**config.mk**
```make
export PLATFORM = sky130hd
export DESIGN_NAME = rhcd_decoder
export DESIGN_NICKNAME = d
export VERILOG_FILES = /design/src/rhcd_pkg.sv /design/src/rhcd_decoder.sv /design/src/rhcd_fifo.sv
export SDC_FILE = /design/constraint.sdc
export NUM_CORES = 1
export LEC_CHECK = 0
export ABC_AREA = 1
export BUFFER_PORTS_ARGS = -buffer_cell sky130_fd_sc_hd__buf_2
export CORE_MARGIN = 2
export CORE_UTILIZATION = 45
export DETAILED_ROUTE_END_ITERATION = 6
export HOLD_SLACK_MARGIN = 0.1
export MAX_ROUTING_LAYER = met4
export SYNTH_ARGS = -nofsm -noshare
export SYNTH_HDL_FRONTEND = slang
export SYNTH_HIERARCHICAL = 1
export SYNTH_SLANG_ARGS = --single-unit
```
**constraint.sdc**
```tcl
create_clock -name ref_clk -period 2.8 [get_ports ref_clk]
set_clock_uncertainty 0.1 [all_clocks]
set_input_delay 0.28 -clock ref_clk [delete_from_list [all_inputs] [get_ports ref_clk]]
set_output_delay 0.28 -clock ref_clk [all_outputs]
set_load 0.02 [all_outputs]
```
**src/rhcd_pkg.sv**
```systemverilog
// package: register map, field positions, command codes and states of the command decoder
// assumes: one 10 MHz clock, synchronous active-high reset
package rhcd_pkg;
    // -------------------------------------------------------------------
    // register map
    // -------------------------------------------------------------------
    localparam logic [7:0] ADDR_PROTOCOL_CONFIG_THREE = 8'h1B;
    localparam logic [7:0] ADDR_PAGE_START = 8'h1C;
    localparam logic [7:0] ADDR_PAGE_COUNT = 8'h1F;
    localparam logic [7:0] ADDR_USER_FIRST = 8'h80;
    localparam logic [7:0] ADDR_USER_LAST = 8'hEF;
    localparam logic [7:0] RESET_PROTOCOL_CONFIG_THREE = 8'h00;
    localparam logic [7:0] RESET_PAGE = 8'h00;
    localparam int USER_DEPTH = 112;

    // -------------------------------------------------------------------
    // field positions of protocol_config_three
    // -------------------------------------------------------------------
    localparam int BIT_TIMEOUT_FROM_TIMERS = 0;
    localparam int BIT_PAGE_READ = 2;
    localparam int BIT_REQUEST_REPLY_EXTENDED_IDENT = 6;
    localparam logic [7:0] MASK_WRITABLE = 8'h7D;

    // -------------------------------------------------------------------
    // command characters and replies
    // -------------------------------------------------------------------
    localparam logic [7:0] CH_QUERY = 8'h21;
    localparam logic [7:0] CH_PLUS = 8'h2B;
    localparam logic [7:0] CH_EQUAL = 8'h3D;
    localparam logic [7:0] CH_D = 8'h64;
    localparam logic [7:0] CH_S = 8'h73;
    localparam logic [7:0] CH_P = 8'h70;
    localparam logic [7:0] CH_R = 8'h72;
    localparam logic [7:0] CH_W = 8'h77;
    localparam logic [7:0] CH_U = 8'h75;
    localparam logic [7:0] CH_I = 8'h69;
    localparam logic [7:0] CH_A = 8'h61;
    localparam logic [7:0] CH_C = 8'h63;
    localparam logic [7:0] REPLY_STOPPED = 8'h53;
    localparam logic [7:0] REPLY_UNKNOWN = 8'h3F;
    localparam logic [7:0] REPLY_ACTIVE = 8'h69;
    localparam logic [7:0] REPLY_FAIL = 8'h46;

    typedef enum logic [3:0] {
        RHCD_OP_NONE = 4'h0,
        RHCD_OP_QUERY = 4'h1,
        RHCD_OP_CIPHER = 4'h2,
        RHCD_OP_PORT_READ = 4'h3,
        RHCD_OP_PORT_WRITE = 4'h4,
        RHCD_OP_CREDIT = 4'h5,
        RHCD_OP_BACKUP = 4'h6,
        RHCD_OP_RIGHTS_UPDATE = 4'h7,
        RHCD_OP_RIGHTS_REPORT = 4'h8,
        RHCD_OP_CONT_READ = 4'h9
    } rhcd_op_t;

    typedef enum logic [2:0] {
        RHCD_IDLE = 3'b000,
        RHCD_SECOND = 3'b001,
        RHCD_EXEC = 3'b010,
        RHCD_WAIT = 3'b011,
        RHCD_CONT = 3'b100
    } rhcd_state_t;

    // indicator hold, 100 ms at 10 MHz
    localparam int CLK_HZ = 10_000_000;
    localparam int LED_HOLD_MS = 100;
    localparam int LED_HOLD_CYCLES = CLK_HZ / 1000 * LED_HOLD_MS;
endpackage

```
**src/rhcd_decoder.sv**
```systemverilog
// holds: host command decoder with its configuration and user registers
// assumes: host characters arrive as a valid/ready byte stream; tag functions
// answer each dispatched operation except continuous read with a done pulse, an error flag and a reply byte
`timescale 1ns/10ps
module rhcd_decoder
    import rhcd_pkg::*;
#(
    parameter int FIFO_DEPTH = 16,
    parameter int LED_HOLD = rhcd_pkg::LED_HOLD_CYCLES
) (
    input wire logic ref_clk,
    input wire logic rst,
    input wire logic [7:0] host_rx_data,
    input wire logic host_rx_valid,
    output logic host_rx_ready,
    output logic [7:0] host_tx_data,
    output logic host_tx_valid,
    input wire logic host_tx_ready,
    input wire logic reg_write,
    input wire logic [7:0] reg_addr,
    input wire logic [7:0] reg_wdata,
    output logic [7:0] reg_rdata,
    output logic [3:0] op_code,
    output logic op_start,
    input wire logic op_done,
    input wire logic op_error,
    input wire logic op_silent,
    input wire logic [7:0] op_reply,
    input wire logic cont_read_abort,
    input wire logic [7:0] key_transfer_tag_status,
    input wire logic key_transfer_tag_active,
    output logic timeout_from_timers,
    output logic page_read_mode,
    output logic [7:0] page_start,
    output logic [7:0] page_count,
    output logic request_reply_extended_ident,
    output logic cont_read_active,
    output logic led_green,
    output logic led_red
);
    import rhcd_pkg::*;

    // -------------------------------------------------------------------
    // registers
    // -------------------------------------------------------------------
    logic [7:0] protocol_config_three;
    logic [7:0] user_scratch_area [USER_DEPTH];
    logic user_hit;
    logic [6:0] user_index;

    assign user_hit = (reg_addr >= ADDR_USER_FIRST) && (reg_addr <= ADDR_USER_LAST);
    assign user_index = 7'(reg_addr - ADDR_USER_FIRST);

    always_ff @(posedge ref_clk) begin
        if (rst) begin
            protocol_config_three <= RESET_PROTOCOL_CONFIG_THREE;
        end else if (reg_write && reg_addr == ADDR_PROTOCOL_CONFIG_THREE) begin
            protocol_config_three <= reg_wdata & MASK_WRITABLE;
        end
    end

    always_ff @(posedge ref_clk) begin
        if (rst) begin
            page_start <= RESET_PAGE;
            page_count <= RESET_PAGE;
        end else if (reg_write && reg_addr == ADDR_PAGE_START) begin
            page_start <= reg_wdata;
        end else if (reg_write && reg_addr == ADDR_PAGE_COUNT) begin
            page_count <= reg_wdata;
        end
    end

    // storage only, feeds nothing but the read port
    always_ff @(posedge ref_clk) begin
        if (reg_write && user_hit) begin
            user_scratch_area[user_index] <= reg_wdata;
        end
    end

    always_comb begin
        if (reg_addr == ADDR_PROTOCOL_CONFIG_THREE) begin
            reg_rdata = protocol_config_three;
        end else if (reg_addr == ADDR_PAGE_START) begin
            reg_rdata = page_start;
        end else if (reg_addr == ADDR_PAGE_COUNT) begin
            reg_rdata = page_count;
        end else if (user_hit) begin
            reg_rdata = user_scratch_area[user_index];
        end else begin
            reg_rdata = 8'h00;
        end
    end

    assign timeout_from_timers = protocol_config_three[BIT_TIMEOUT_FROM_TIMERS];
    assign page_read_mode = protocol_config_three[BIT_PAGE_READ];
    assign request_reply_extended_ident = protocol_config_three[BIT_REQUEST_REPLY_EXTENDED_IDENT];

    // -------------------------------------------------------------------
    // receive path through the fifo
    // -------------------------------------------------------------------
    logic [7:0] rx_data;
    logic rx_valid;
    logic rx_take;
    rhcd_state_t state;
    logic [7:0] first_char;
    logic reply_busy;

    rhcd_fifo #(.WIDTH(8), .DEPTH(FIFO_DEPTH)) u_rx_fifo (
        .ref_clk(ref_clk),
        .rst(rst),
        .in_data(host_rx_data),
        .in_valid(host_rx_valid),
        .in_ready(host_rx_ready),
        .out_data(rx_data),
        .out_valid(rx_valid),
        .out_ready(rx_take)
    );

    // characters are consumed only while the reply slot is free
    assign rx_take = rx_valid && !reply_busy && (state == RHCD_IDLE || state == RHCD_SECOND || state == RHCD_CONT);

    // -------------------------------------------------------------------
    // decode
    // -------------------------------------------------------------------
    rhcd_op_t next_op;
    logic single_known;
    logic pair_first;

    always_comb begin
        single_known = 1'b0;
        pair_first = 1'b0;
        unique case (rx_data)
            CH_QUERY, CH_PLUS, CH_EQUAL, CH_C: single_known = 1'b1;
            CH_D, CH_P, CH_U, CH_I: pair_first = 1'b1;
            default: ;
        endcase
    end

    always_comb begin
        next_op = RHCD_OP_NONE;
        if (state == RHCD_IDLE) begin
            if (rx_data == CH_QUERY) next_op = RHCD_OP_QUERY;
            else if (rx_data == CH_PLUS) next_op = RHCD_OP_CREDIT;
            else if (rx_data == CH_EQUAL) next_op = RHCD_OP_BACKUP;
            else if (rx_data == CH_C) next_op = RHCD_OP_CONT_READ;
        end else begin
            if (first_char == CH_D && rx_data == CH_S) next_op = RHCD_OP_CIPHER;
            else if (first_char == CH_P && rx_data == CH_R) next_op = RHCD_OP_PORT_READ;
            else if (first_char == CH_P && rx_data == CH_W) next_op = RHCD_OP_PORT_WRITE;
            else if (first_char == CH_U && rx_data == CH_A) next_op = RHCD_OP_RIGHTS_UPDATE;
            else if (first_char == CH_I && rx_data == CH_A) next_op = RHCD_OP_RIGHTS_REPORT;
        end
    end

    // -------------------------------------------------------------------
    // command sequencer
    // -------------------------------------------------------------------
    logic reply_load;
    logic [7:0] reply_value;
    logic result_ok;
    logic result_err;

    always_ff @(posedge ref_clk) begin
        if (rst) begin
            state <= RHCD_IDLE;
            first_char <= 8'h00;
            op_code <= RHCD_OP_NONE;
        end else begin
            unique case (state)
                RHCD_IDLE: begin
                    if (rx_take) begin
                        first_char <= rx_data;
                        if (rx_data == CH_QUERY) begin
                            state <= RHCD_IDLE;
                        end else if (single_known) begin
                            op_code <= next_op;
                            state <= RHCD_EXEC;
                        end else if (pair_first) begin
                            state <= RHCD_SECOND;
                        end
                    end
                end
                RHCD_SECOND: begin
                    if (rx_take) begin
                        if (next_op != RHCD_OP_NONE) begin
                            op_code <= next_op;
                            state <= RHCD_EXEC;
                        end else begin
                            state <= RHCD_IDLE;
                        end
                    end
                end
                RHCD_EXEC: begin
                    state <= (op_code == RHCD_OP_CONT_READ) ? RHCD_CONT : RHCD_WAIT;
                end
                RHCD_WAIT: begin
                    if (op_done) begin
                        state <= RHCD_IDLE;
                    end
                end
                RHCD_CONT: begin
                    if (rx_take || cont_read_abort) begin
                        state <= RHCD_IDLE;
                    end
                end
                default: state <= RHCD_IDLE;
            endcase
        end
    end

    assign op_start = (state == RHCD_EXEC);
    assign cont_read_active = (state == RHCD_CONT);

    // reply chosen for each ending of a command except a continuous read abort or an op_silent completion, which send none
    always_comb begin
        reply_load = 1'b0;
        reply_value = 8'h00;
        result_ok = 1'b0;
        result_err = 1'b0;
        if (state == RHCD_IDLE && rx_take && rx_data == CH_QUERY) begin
            reply_load = 1'b1;
            reply_value = key_transfer_tag_active ? key_transfer_tag_status : REPLY_FAIL;
            result_ok = 1'b1;
        end else if (state == RHCD_IDLE && rx_take && !single_known && !pair_first) begin
            reply_load = 1'b1;
            reply_value = REPLY_UNKNOWN;
            result_err = 1'b1;
        end else if (state == RHCD_SECOND && rx_take && next_op == RHCD_OP_NONE) begin
            reply_load = 1'b1;
            reply_value = REPLY_UNKNOWN;
            result_err = 1'b1;
        end else if (state == RHCD_WAIT && op_done) begin
            reply_load = !op_silent;
            reply_value = op_reply;
            result_ok = !op_error;
            result_err = op_error;
        end else if (state == RHCD_CONT && rx_take) begin
            reply_load = 1'b1;
            reply_value = REPLY_STOPPED;
            result_ok = 1'b1;
        end
    end

    // a query during continuous read also stops it; the reply is REPLY_ACTIVE instead of REPLY_STOPPED
    // -------------------------------------------------------------------
    // reply holding register
    // -------------------------------------------------------------------
    always_ff @(posedge ref_clk) begin
        if (rst) begin
            host_tx_valid <= 1'b0;
            host_tx_data <= 8'h00;
        end else if (reply_load) begin
            host_tx_valid <= 1'b1;
            host_tx_data <= (state == RHCD_CONT && rx_data == CH_QUERY) ? REPLY_ACTIVE : reply_value;
        end else if (host_tx_ready) begin
            host_tx_valid <= 1'b0;
        end
    end

    assign reply_busy = host_tx_valid && !host_tx_ready;

    // -------------------------------------------------------------------
    // indicators
    // -------------------------------------------------------------------
    logic [$clog2(LED_HOLD+1)-1:0] led_timer;

    always_ff @(posedge ref_clk) begin
        if (rst) begin
            led_green <= 1'b0;
            led_red <= 1'b0;
            led_timer <= '0;
        end else if (result_ok || result_err) begin
            led_green <= result_ok;
            led_red <= result_err;
            led_timer <= ($clog2(LED_HOLD+1))'(LED_HOLD);
        end else if (led_timer != '0) begin
            led_timer <= led_timer - 1'b1;
        end else begin
            led_green <= 1'b0;
            led_red <= 1'b0;
        end
    end
endmodule

```
**src/rhcd_fifo.sv**
```systemverilog
// holds: parameterised synchronous fifo with valid/ready on both sides
// assumes: single clock, synchronous active-high reset
`timescale 1ns/10ps
module rhcd_fifo #(
    parameter int WIDTH = 8,
    parameter int DEPTH = 16
) (
    input wire logic ref_clk,
    input wire logic rst,
    input wire logic [WIDTH-1:0] in_data,
    input wire logic in_valid,
    output logic in_ready,
    output logic [WIDTH-1:0] out_data,
    output logic out_valid,
    input wire logic out_ready
);
    localparam int AW = $clog2(DEPTH);
    logic [WIDTH-1:0] mem [DEPTH];
    logic [AW-1:0] wr_ptr;
    logic [AW-1:0] rd_ptr;
    logic [AW:0] count;
    logic push;
    logic pop;

    assign in_ready = (count != (AW+1)'(DEPTH));
    assign out_valid = (count != '0);
    assign out_data = mem[rd_ptr];
    assign push = in_valid && in_ready;
    assign pop = out_valid && out_ready;

    always_ff @(posedge ref_clk) begin
        if (push) begin
            mem[wr_ptr] <= in_data;
        end
    end

    always_ff @(posedge ref_clk) begin
        if (rst) begin
            wr_ptr <= '0;
            rd_ptr <= '0;
        end else begin
            if (push) begin
                wr_ptr <= (wr_ptr == AW'(DEPTH-1)) ? '0 : wr_ptr + 1'b1;
            end
            if (pop) begin
                rd_ptr <= (rd_ptr == AW'(DEPTH-1)) ? '0 : rd_ptr + 1'b1;
            end
        end
    end

    always_ff @(posedge ref_clk) begin
        if (rst) begin
            count <= '0;
        end else if (push && !pop) begin
            count <= count + 1'b1;
        end else if (pop && !push) begin
            count <= count - 1'b1;
        end
    end
endmodule

```
=== Word-level counts from Yosys, hierarchy flattened ===
Memory sizes are Yosys's and may differ from the RTL's. A register that Yosys moved wholly into a read port is not among the register bits.
Cells that the tools add are included.

* Bitwise gates (word level): 1
* Mux-type cells: 69
* $lt $le $gt $ge: 2
* Equal/unequal tests: 36
* Reductions and logical operators: 54
* $add $sub $neg: 6

{| class="wikitable"
|+ Operator list
! cell !! number
|-
| 8-bit by 7-bit == test with 1-bit output (second input constant) || 13
|-
| 8-bit 2-to-1 mux || 10
|-
| 4-bit 2-to-1 mux || 19
|-
| 20-bit 2-to-1 mux || 2
|-
| 1-bit logical AND || 26
|-
| 8-bit by 5-bit == test with 1-bit output (second input constant) || 3
|-
| 8-bit by 6-bit == test with 1-bit output (second input constant) || 3
|-
| 1-bit 2-to-1 mux || 24
|-
| 3-bit 2-to-1 mux || 8
|-
| 20-bit nonzero test || 1
|-
| 20-bit by 1-bit subtractor with 20-bit output (second input constant) || 1
|-
| 3-bit one-hot mux with 5 select lines || 1
|-
| 2-bit != test (second input constant) || 7
|-
| 4-bit == test (second input constant) || 3
|-
| 5-bit 2-to-1 mux || 2
|-
| 4-bit by 1-bit adder with 4-bit output (second input constant) || 2
|-
| 8-bit greater-or-equal comparator (second input constant) || 1
|-
| 8-bit less-or-equal comparator (second input constant) || 1
|-
| 1-bit zero test || 8
|-
| 4-bit one-hot mux with 2 select lines || 1
|-
| 2-bit nonzero test || 4
|-
| 4-bit OR reduction || 2
|-
| 7-bit 2-to-1 mux || 1
|-
| 7-bit by 1-bit subtractor with 7-bit output (second input constant) || 1
|-
| other kinds (19) || 24
|}

* Input port bits: 50
* Output and inout bits: 45
* RAM bits: 1024
* Bits in registers: 81
* Memories: 2

{| class="wikitable"
|+ Memories
! memory !! words !! bits a word !! read ports !! clocked after memory_dff !! wr ports !! line !! RTL
|-
| user_scratch_area || 112 || 8 || 1 || 0 || 1 || rhcd_decoder.sv:47 || <nowiki>logic [7:0] user_scratch_area [USER_DEPTH];</nowiki>
|-
| u_rx_fifo.mem || 16 || 8 || 1 || 1 || 1 || rhcd_fifo.sv:18 || <nowiki>logic [WIDTH-1:0] mem [DEPTH];</nowiki>
|}

=== Logic depth before layout (Yosys ltp) ===
Gate-level depths: netlist of the first run.

* Word-level depth: 15
* Depth in mapped cells: 24
* Mapped depth without buffers: 22

=== Modules after synthesis ===
The synthesis of the first run kept the hierarchy.

{| class="wikitable"
|+ By module, submodules not included
! module !! cells an instance !! seq. area each (µm²) !! area each (µm²) !! instances
|-
| rhcd_decoder || 3443 || 28267.1 || 39047.4 || 1
|-
| rhcd_fifo || 621 || 4184.0 || 6306.0 || 1
|}

=== Worst setup path before layout of the first run ===
OpenSTA, ideal clock, no wires.

* Kind: register to register
* Start: register host_tx_valid
* End: register u_rx_fifo.count[3]
* Buffers on the path: 0
* Arrival: 2.367 ns
* Setup slack: 0.218 ns
* Period minus slack after synthesis: 2.582 ns
* Stages on the path, launching flop included: 15
* Cell sequence: dfxtp_1 > inv_1 > o21ai_2 > inv_1 > o211ai_1 > inv_1 > nand2_1 > ha_1 > inv_1 > ha_1 > or2_2 > nand3_1 > nand2_1 > o21ai_0 > inv_1

* Cells in the longest elaborated chain, start to end: 8

{| class="wikitable"
|+ RTL lines
! element !! line !! RTL
|-
| start: declaration || rhcd_decoder.sv:17 || <nowiki>output logic host_tx_valid,</nowiki>
|-
| start signal: assignment || rhcd_decoder.sv:250 || <nowiki>host_tx_valid <= 1'b0;</nowiki>
|-
| start signal: assignment || rhcd_decoder.sv:253 || <nowiki>host_tx_valid <= 1'b1;</nowiki>
|-
| start signal: assignment || rhcd_decoder.sv:256 || <nowiki>host_tx_valid <= 1'b0;</nowiki>
|-
| 1-bit logical AND (*) || rhcd_decoder.sv:260 || <nowiki>assign reply_busy = host_tx_valid && !host_tx_ready;</nowiki>
|-
| 1-bit zero test (*) || rhcd_decoder.sv:120 || <nowiki>assign rx_take = rx_valid && !reply_busy && (state == RHCD_IDLE || state == RHCD_SECOND || state == RHCD_CONT) ...</nowiki>
|-
| 1-bit logical AND (*) (2 in a row) || rhcd_decoder.sv:120 ||
|-
| via rx_take || rhcd_decoder.sv:103 || <nowiki>logic rx_take;</nowiki>
|-
| 1-bit logical AND (*) || rhcd_fifo.sv:29 || <nowiki>assign pop = out_valid && out_ready;</nowiki>
|-
| 1-bit zero test || rhcd_fifo.sv:54 || <nowiki>end else if (push && !pop) begin</nowiki>
|-
| 1-bit logical AND || rhcd_fifo.sv:54 ||
|-
| 5-bit 2-to-1 mux or 2-bit nonzero test (tied branches) || n/a ||
|-
| end signal: assignment || rhcd_fifo.sv:55 || <nowiki>count <= count + 1'b1;</nowiki>
|-
| end signal: assignment || rhcd_fifo.sv:57 || <nowiki>count <= count - 1'b1;</nowiki>
|-
| end: declaration || rhcd_fifo.sv:21 || <nowiki>logic [AW:0] count;</nowiki>
|}

The timed path passes the listed nets; every way through them passes the cells marked *.
A chain may end at the register's enable or synchronous reset.

==> impl_metrics.json, run 1 <==
{
  "ys_seq_area_share_pct": 71.6,
  "synth_fp_nets": 4125,
  "ff2ff_path_depth": 20,
  "p_leak_nw": 21.0,
  "grt_overflow_total": 0,
  "crit_type": "register to register",
  "synth.area.top_cells": "edfxtp_1 (68%), nand2_1 (12%), dfxtp_1 (3.8%), nor2_1 (3.0%), a21oi_1 (2.2%)",
  "yosys.area.top_type_share_pct": 67.8,
  "critical_path.endpoint": "led_timer[15]",
  "critPathSlowestCell": "dfxtp_4",
  "clk_latency_ns": 0.71,
  "worstReg2RegEnd": "led_timer[15]",
  "syn_inst": 4064,
  "drt_iter0_markers": 3002,
  "worst_pin_slew_ns": 1.12,
  "setup_violations": 43,
  "grt_max_degree": 83,
  "grt_usage_pct": 25.4,
  "violations": "negative setup slack",
  "cts_max_path_buffers": 3,
  "die_area_um2": 103000,
  "crit_chain": "buf_8 > clkbuf_16 > o211ai_1 > nand3_1 > nand3_2 > nand2_4 > nor2_4 > nand2_4 > nor2_1 > nand2_1 > nand3_1 > nand2_1 > nand2_1 > nor2_4 > nand3_4 > nand3_4 > nor2_4 > buf_12 > nand2_8 > a21oi_2",
  "synth_seq_cells": 1109,
  "wire_per_inst_um": 21.6,
  "drt_wl_total_um": 128000,
  "synth_flop_cell": "edfxtp_1",
  "syn_to_final_growth_pct": 21.8,
  "max_freq_mhz": 333,
  "netlist_area_um2": 45400,
  "grt_pass1_wl_um": 191000,
  "slowest_delay_ns": 0.38,
  "final_cell_mix": "nand2_1 (1436), edfxtp_1 (1024), buf_4 (327)",
  "cts_buffers": 113,
  "cap_violations": 0,
  "numPortBuffers": 94,
  "die_h_um": 321,
  "nets": 4601,
  "arrival_ns": 3.52,
  "drive_gt1_share_pct": 19.3,
  "power.density_nw_per_um2": 726,
  "ir_drop_mv": 0.524,
  "detail-route-antenna-nets": 0,
  "ys_types": 59,
  "core.rowCount": 116,
  "synth-async-reset-ratio_pct": 0,
  "antenna_found_initial": 2,
  "gp_congestion": 0.891,
  "max_slew_margin_pct": 25.0,
  "rsz0062_at_grt": "yes",
  "crit_fanout": 7,
  "period_share_pct": 107,
  "endpoint_kind": "register",
  "finish.utilization_pct": 55.3,
  "crit_required_ns": 3.32,
  "first_pass_iters": 5,
  "die_w_um": 321,
  "min_from": "reg_addr[1]",
  "min_path_type": "input pin to register",
  "vias": 31786,
  "ys_warn_count": 6,
  "avgViaCountPerCell": 5.36,
  "core_um2": 100000,
  "n_fill_cell": 8402,
  "clock_sinks": 1109,
  "drv_slew": 0,
  "regToRegSetupSlack_ns": -0.20,
  "dpl.hpwl_um": 83100,
  "hold_violations": 0,
  "fin_ws_ns": -0.202,
  "cp-start-kind": "register",
  "yosys.area.top_type": "edfxtp_1",
  "ios": 95,
  "outcome": "finished, violations left",
  "grt_pass1_vias": 30783,
  "syn_area_per_cell_um2": 11.2,
  "clk_pin_slew_ns": 0.06,
  "initial_core_util_pct": 45.4,
  "instances_no_fill": 5932,
  "final_common_cell": "nand2_1",
  "cts_root_buf": "clkbuf_16",
  "drt_drc_violations_left": 0,
  "synth-edff-count": 1024,
  "layout_min_cycle_time_ns": 3.00,
  "h-tree-depth": 3,
  "place_inst": 5647,
  "whs_ns": 0.185,
  "tritoncts": "yes"
}
flip-flops by register name (all words and copies together) (netlist names), named ones only:
signal and cells:
user_scratch_area 896, u_rx_fifo/mem 128, led_timer 20, first_char 8
host_tx_data 8, page_count 8, page_start 8, protocol_config_three 6
u_rx_fifo/count 5, op_code 4, u_rx_fifo/rd_ptr 4, u_rx_fifo/wr_ptr 4
state 3, host_tx_valid 1, led_green 1, led_red 1
repair_timing:
item,CTS,global route
hold buffers,47,0
endpoints found under the setup margin,44,48
endpoints found under the hold margin,423,0
gates cloned,4,3
buffers inserted,20,7
resized for setup,168,175
pin swaps,78,101
cell usage after synthesis (2+ instances only):
cell type	instances
a211oi_1	11
a21oi_1	201
a21oi_2	5
a22o_1	5
a22oi_1	42
a31oi_1	2
and3_1	3
buf_1	6
buf_2	81
buf_4	11
buf_6	7
clkbuf_1	66
clkinv_1	2
dfxtp_1	85
edfxtp_1	1024
ha_1	10
inv_1	160
inv_2	16
nand2_1	1510
nand2_2	4
nand3_1	130
nand3_2	3
nand3_4	2
nand3b_1	14
nand4_1	69
nor2_1	367
nor2_2	4
nor2_4	7
nor3_1	21
nor3_2	2
nor3_4	2
nor4_1	4
o211ai_1	6
o21a_1	2
o21ai_0	123
o21ai_1	4
o21ai_2	2
o21bai_1	2
o22ai_1	3
o2bb2ai_1	2
o31ai_1	5
or2_2	14
xnor2_1	3
xor2_1	7
cell families (layout without fill, tap and decap cells):
logic type / count (synthesis) / count (layout) / share of synthesized area (%)
simple gates: 2165 / 2167 / 19.4
flops: 1109 / 1109 / 71.6
compound gates: 419 / 419 / 5.17
buf+inv: 350 / 917 / 3.33
fa+ha+maj: 11 / 11 / 0.320
xor+xnor: 10 / 10 / 0.193
other cells: 0 / 1 / 0
metrics by stage:
step                power (W)  cell area, um2  setup WS, ns  TNS, ns
floorplan              0.0228           45400         0.218        0
global placement       0.0251           50100        -0.463    -9.53
detailed placement     0.0251           50100        -0.418   -12.84
CTS                    0.0397           54600        -0.214    -1.53
global route           0.0417           55300        -0.382   -12.01
finish                 0.0401           55300        -0.202    -4.84
worst max-delay path, delay by kind of cell (launching register included):
kind	cells	cell delay [ns]
buffers and inverters	3	0.45
AND/OR/NAND/NOR	15	1.62
flip-flops	1	0.38
AO/OA/AOI/OAI	2	0.36
routing by layer:
layer | up-vias | track usage [%] | part of all wire, %
met3 | 240 | 4.60 | 7.6
met5 | - | - | 0
met2 | 1230 | 40.2 | 47
li1 | 14874 | - | -
met1 | 15442 | 33.8 | 42
met4 | 0 | 7.13 | 2.7
layout make-up:
class	instances	area [um2]	share of cell area [%]
inverter	179	703	1.27
clock inverter	53	349	0.632
multi-input combinational	2607	12300	22.2
clock buffer	155	3040	5.50
timing repair buffer	530	4810	8.70
sequential	1109	32500	58.7
antenna	1	2.50	0.00453
tap	1298	1620	2.94
power breakdown:
part           internal, W  total [W]  leakage [nW]  switching, W
clock              0.00775     0.0140          1.66       0.00624
combinational      0.00282    0.00737          9.40       0.00454
sequential          0.0185     0.0188          9.91      0.000291
worst min-delay path by stage:
stage                                     endpoint  slack [ns]  cells past startpoint
after global routing      user_scratch_area[50][4]        0.17                      4
final                     user_scratch_area[50][4]        0.18                      4
after floorplan                      page_start[0]        0.26                      1
after global placement                led_timer[0]        0.35                      2
after CTS                            page_start[7]        0.17                      5
after detailed placement           host_tx_data[7]        0.35                      2
(Power assumes the default switching activity.)
==> run 2: changes to the inputs <==
==> constraint.sdc (replaced) <==
create_clock -name ref_clk -period 2.8 [get_ports ref_clk]
set_clock_uncertainty 0.1 [all_clocks]
set_input_delay 0.14 -clock ref_clk [delete_from_list [all_inputs] [get_ports ref_clk]]
set_output_delay 0.14 -clock ref_clk [all_outputs]
set_load 0.02 [all_outputs]
==> impl_metrics.json, run 2 (synthesis gave the netlist of run 1 again) <==
{
  "outcome": "finished, violations left",
  "violations": "negative setup slack",
  "drt_iter0_markers": 2779,
  "drive_gt1_share_pct": 18.9,
  "vias": 31236,
  "n_fill_cell": 8420,
  "regToRegSetupSlack_ns": -0.16,
  "clk_pin_slew_ns": 0.06,
  "setup_violations": 33,
  "crit_fanout": 8,
  "period_share_pct": 106,
  "cts_max_path_buffers": 3,
  "crit_required_ns": 3.32,
  "endpoint_kind": "register",
  "min_path_type": "input pin to register",
  "ios": 95,
  "nets": 4529,
  "clk_latency_ns": 0.70,
  "final_cell_mix": "nand2_1 (1425), edfxtp_1 (1024), nor2_1 (317)",
  "numPortBuffers": 94,
  "instances_no_fill": 5860,
  "grt_overflow_total": 0,
  "hold_violations": 0,
  "critical_path.endpoint": "led_timer[3]",
  "grt_pass1_wl_um": 186000,
  "antenna_found_initial": 1,
  "fin_tns_setup_ns": -2.55,
  "worstReg2RegEnd": "led_timer[3]",
  "cap_violations": 0,
  "initial_core_util_pct": 45.4,
  "crit_type": "register to register",
  "final_common_cell": "nand2_1",
  "ir_drop_mv": 0.505,
  "fin_ws_ns": -0.156,
  "multi_input_area_um2": 12400,
  "core.rowCount": 116,
  "die_w_um": 321,
  "grt_usage_pct": 24.7,
  "dpl.hpwl_um": 78900,
  "max_slew_margin_pct": 30.8,
  "drv_slew": 0,
  "postPlaceCellArea_um2": 49400,
  "largest_reg_flops": 896,
  "avgViaCountPerCell": 5.33,
  "p_leak_nw": 20.7,
  "power.density_nw_per_um2": 737,
  "rsz0062_at_grt": "yes",
  "regMostFlops": "user_scratch_area",
  "first_pass_iters": 5,
  "ff2ff_path_depth": 22,
  "max_freq_mhz": 338,
  "place_inst": 5585,
  "die_area_um2": 103000,
  "clock_sinks": 1109,
  "seqCellArea_um2": 32500,
  "grt_max_degree": 74,
  "grt_pass1_vias": 29587,
  "layout_min_cycle_time_ns": 2.96,
  "final_area_um2": 54800,
  "detail-route-antenna-nets": 0,
  "h-tree-depth": 3,
  "cts_root_buf": "clkbuf_16",
  "gp_congestion": 0.870,
  "drt_drc_violations_left": 0,
  "cts_buffers": 113,
  "cp-start-kind": "register",
  "drt_wl_total_um": 126000,
  "worst_pin_slew_ns": 1.04,
  "wire_per_inst_um": 21.4,
  "tritoncts": "yes",
  "syn_to_final_growth_pct": 20.8,
  "top_regs": "user_scratch_area x896, u_rx_fifo/mem x128, led_timer x20",
  "arrival_ns": 3.48,
  "core_um2": 100000,
  "die_h_um": 321
}
==> run 2: cell count changes in the layout (fill, tap and decap cells not counted), moves of 6 or more <==
cell	change
buf_12	-18
buf_4	-62
clkbuf_1	-17
clkinv_1	+6
clkinv_2	+10
nand2_1	-11
nand2_4	+9
nand3_1	-15
nand3_2	+17
nor2_2	+8
==> run 2: worst max-delay path, cell delays in order, from the launching register on <==
cell and delay, ns:
dfxtp_4 0.43, clkinv_8 0.14, clkbuf_16 0.21, nand2_4 0.06, nand2_2 0.04, nand2_2 0.05, nand3_2 0.07, nand3_2 0.14
nand2_4 0.10, nor2_4 0.24, nand2_2 0.10, nor2_4 0.12, nand2_2 0.08, nand2_1 0.07, nand2_1 0.06, nand2_2 0.10
nor2_4 0.05, nand3_4 0.12, nand3_4 0.10, nor2_4 0.13, buf_6 0.13, nand2_8 0.08, a21oi_2 0.15
==> run 2: final cells by class <==
cell class              instances  share of cell area, %
flip-flops and latches       1109                   59.2
multi-input cells            2607                   22.6
repair buffers                458                   7.49
clock buffers                 138                   5.45
well taps                    1298                   2.96
inverters                     179                   1.28
clock inverters                70                  0.920
diodes                          1                0.00457
==> run 2: worst min path at each step <==
stage	end	start	cells past startpoint
after CTS	host_tx_data[2]	key_transfer_tag_status[2]	4
after global placement	state[2]	cont_read_abort	4
after detailed placement	state[2]	cont_read_abort	4
final	user_scratch_area[47][6]	reg_addr[1]	4
after global routing	user_scratch_area[79][4]	reg_addr[1]	5
after floorplan	page_start[0]	rst	1
==> run 2: per-stage QoR <==
step / setup slack, ns / hold WS [ns] / total power (W) / util, %
floorplan: 0.218 / 0.118 / 0.0228 / -
global placement: -0.136 / 0.327 / 0.0249 / 49.4
detailed placement: -0.156 / 0.331 / 0.0249 / 49.4
CTS: -0.0692 / 0.175 / 0.0396 / 53.9
global route: -0.310 / 0.265 / 0.0419 / 54.8
finish: -0.156 / 0.253 / 0.0404 / 54.8
==> run 2: timing repair <==
item / CTS / global route
hold endpoints to repair: 1040 / 0
setup endpoints to repair: 42 / 48
hold buffers: 49 / 0
pin swaps: 36 / 93
setup buffers: 5 / 9
cloned: 3 / 5
gates resized for setup: 143 / 238
==> run 2: routing by layer <==
layer	share of wire, %	track usage, %
met2	48	39.2
met3	7.0	3.79
met5	0	-
met1	43	33.3
met4	2.4	6.67
==> run 2: power breakdown <==
group          total (W)  internal [W]  switching [W]
Clock             0.0143       0.00801        0.00631
Combinational    0.00730       0.00273        0.00457
Sequential        0.0188        0.0185       0.000289
Total             0.0404        0.0292         0.0112
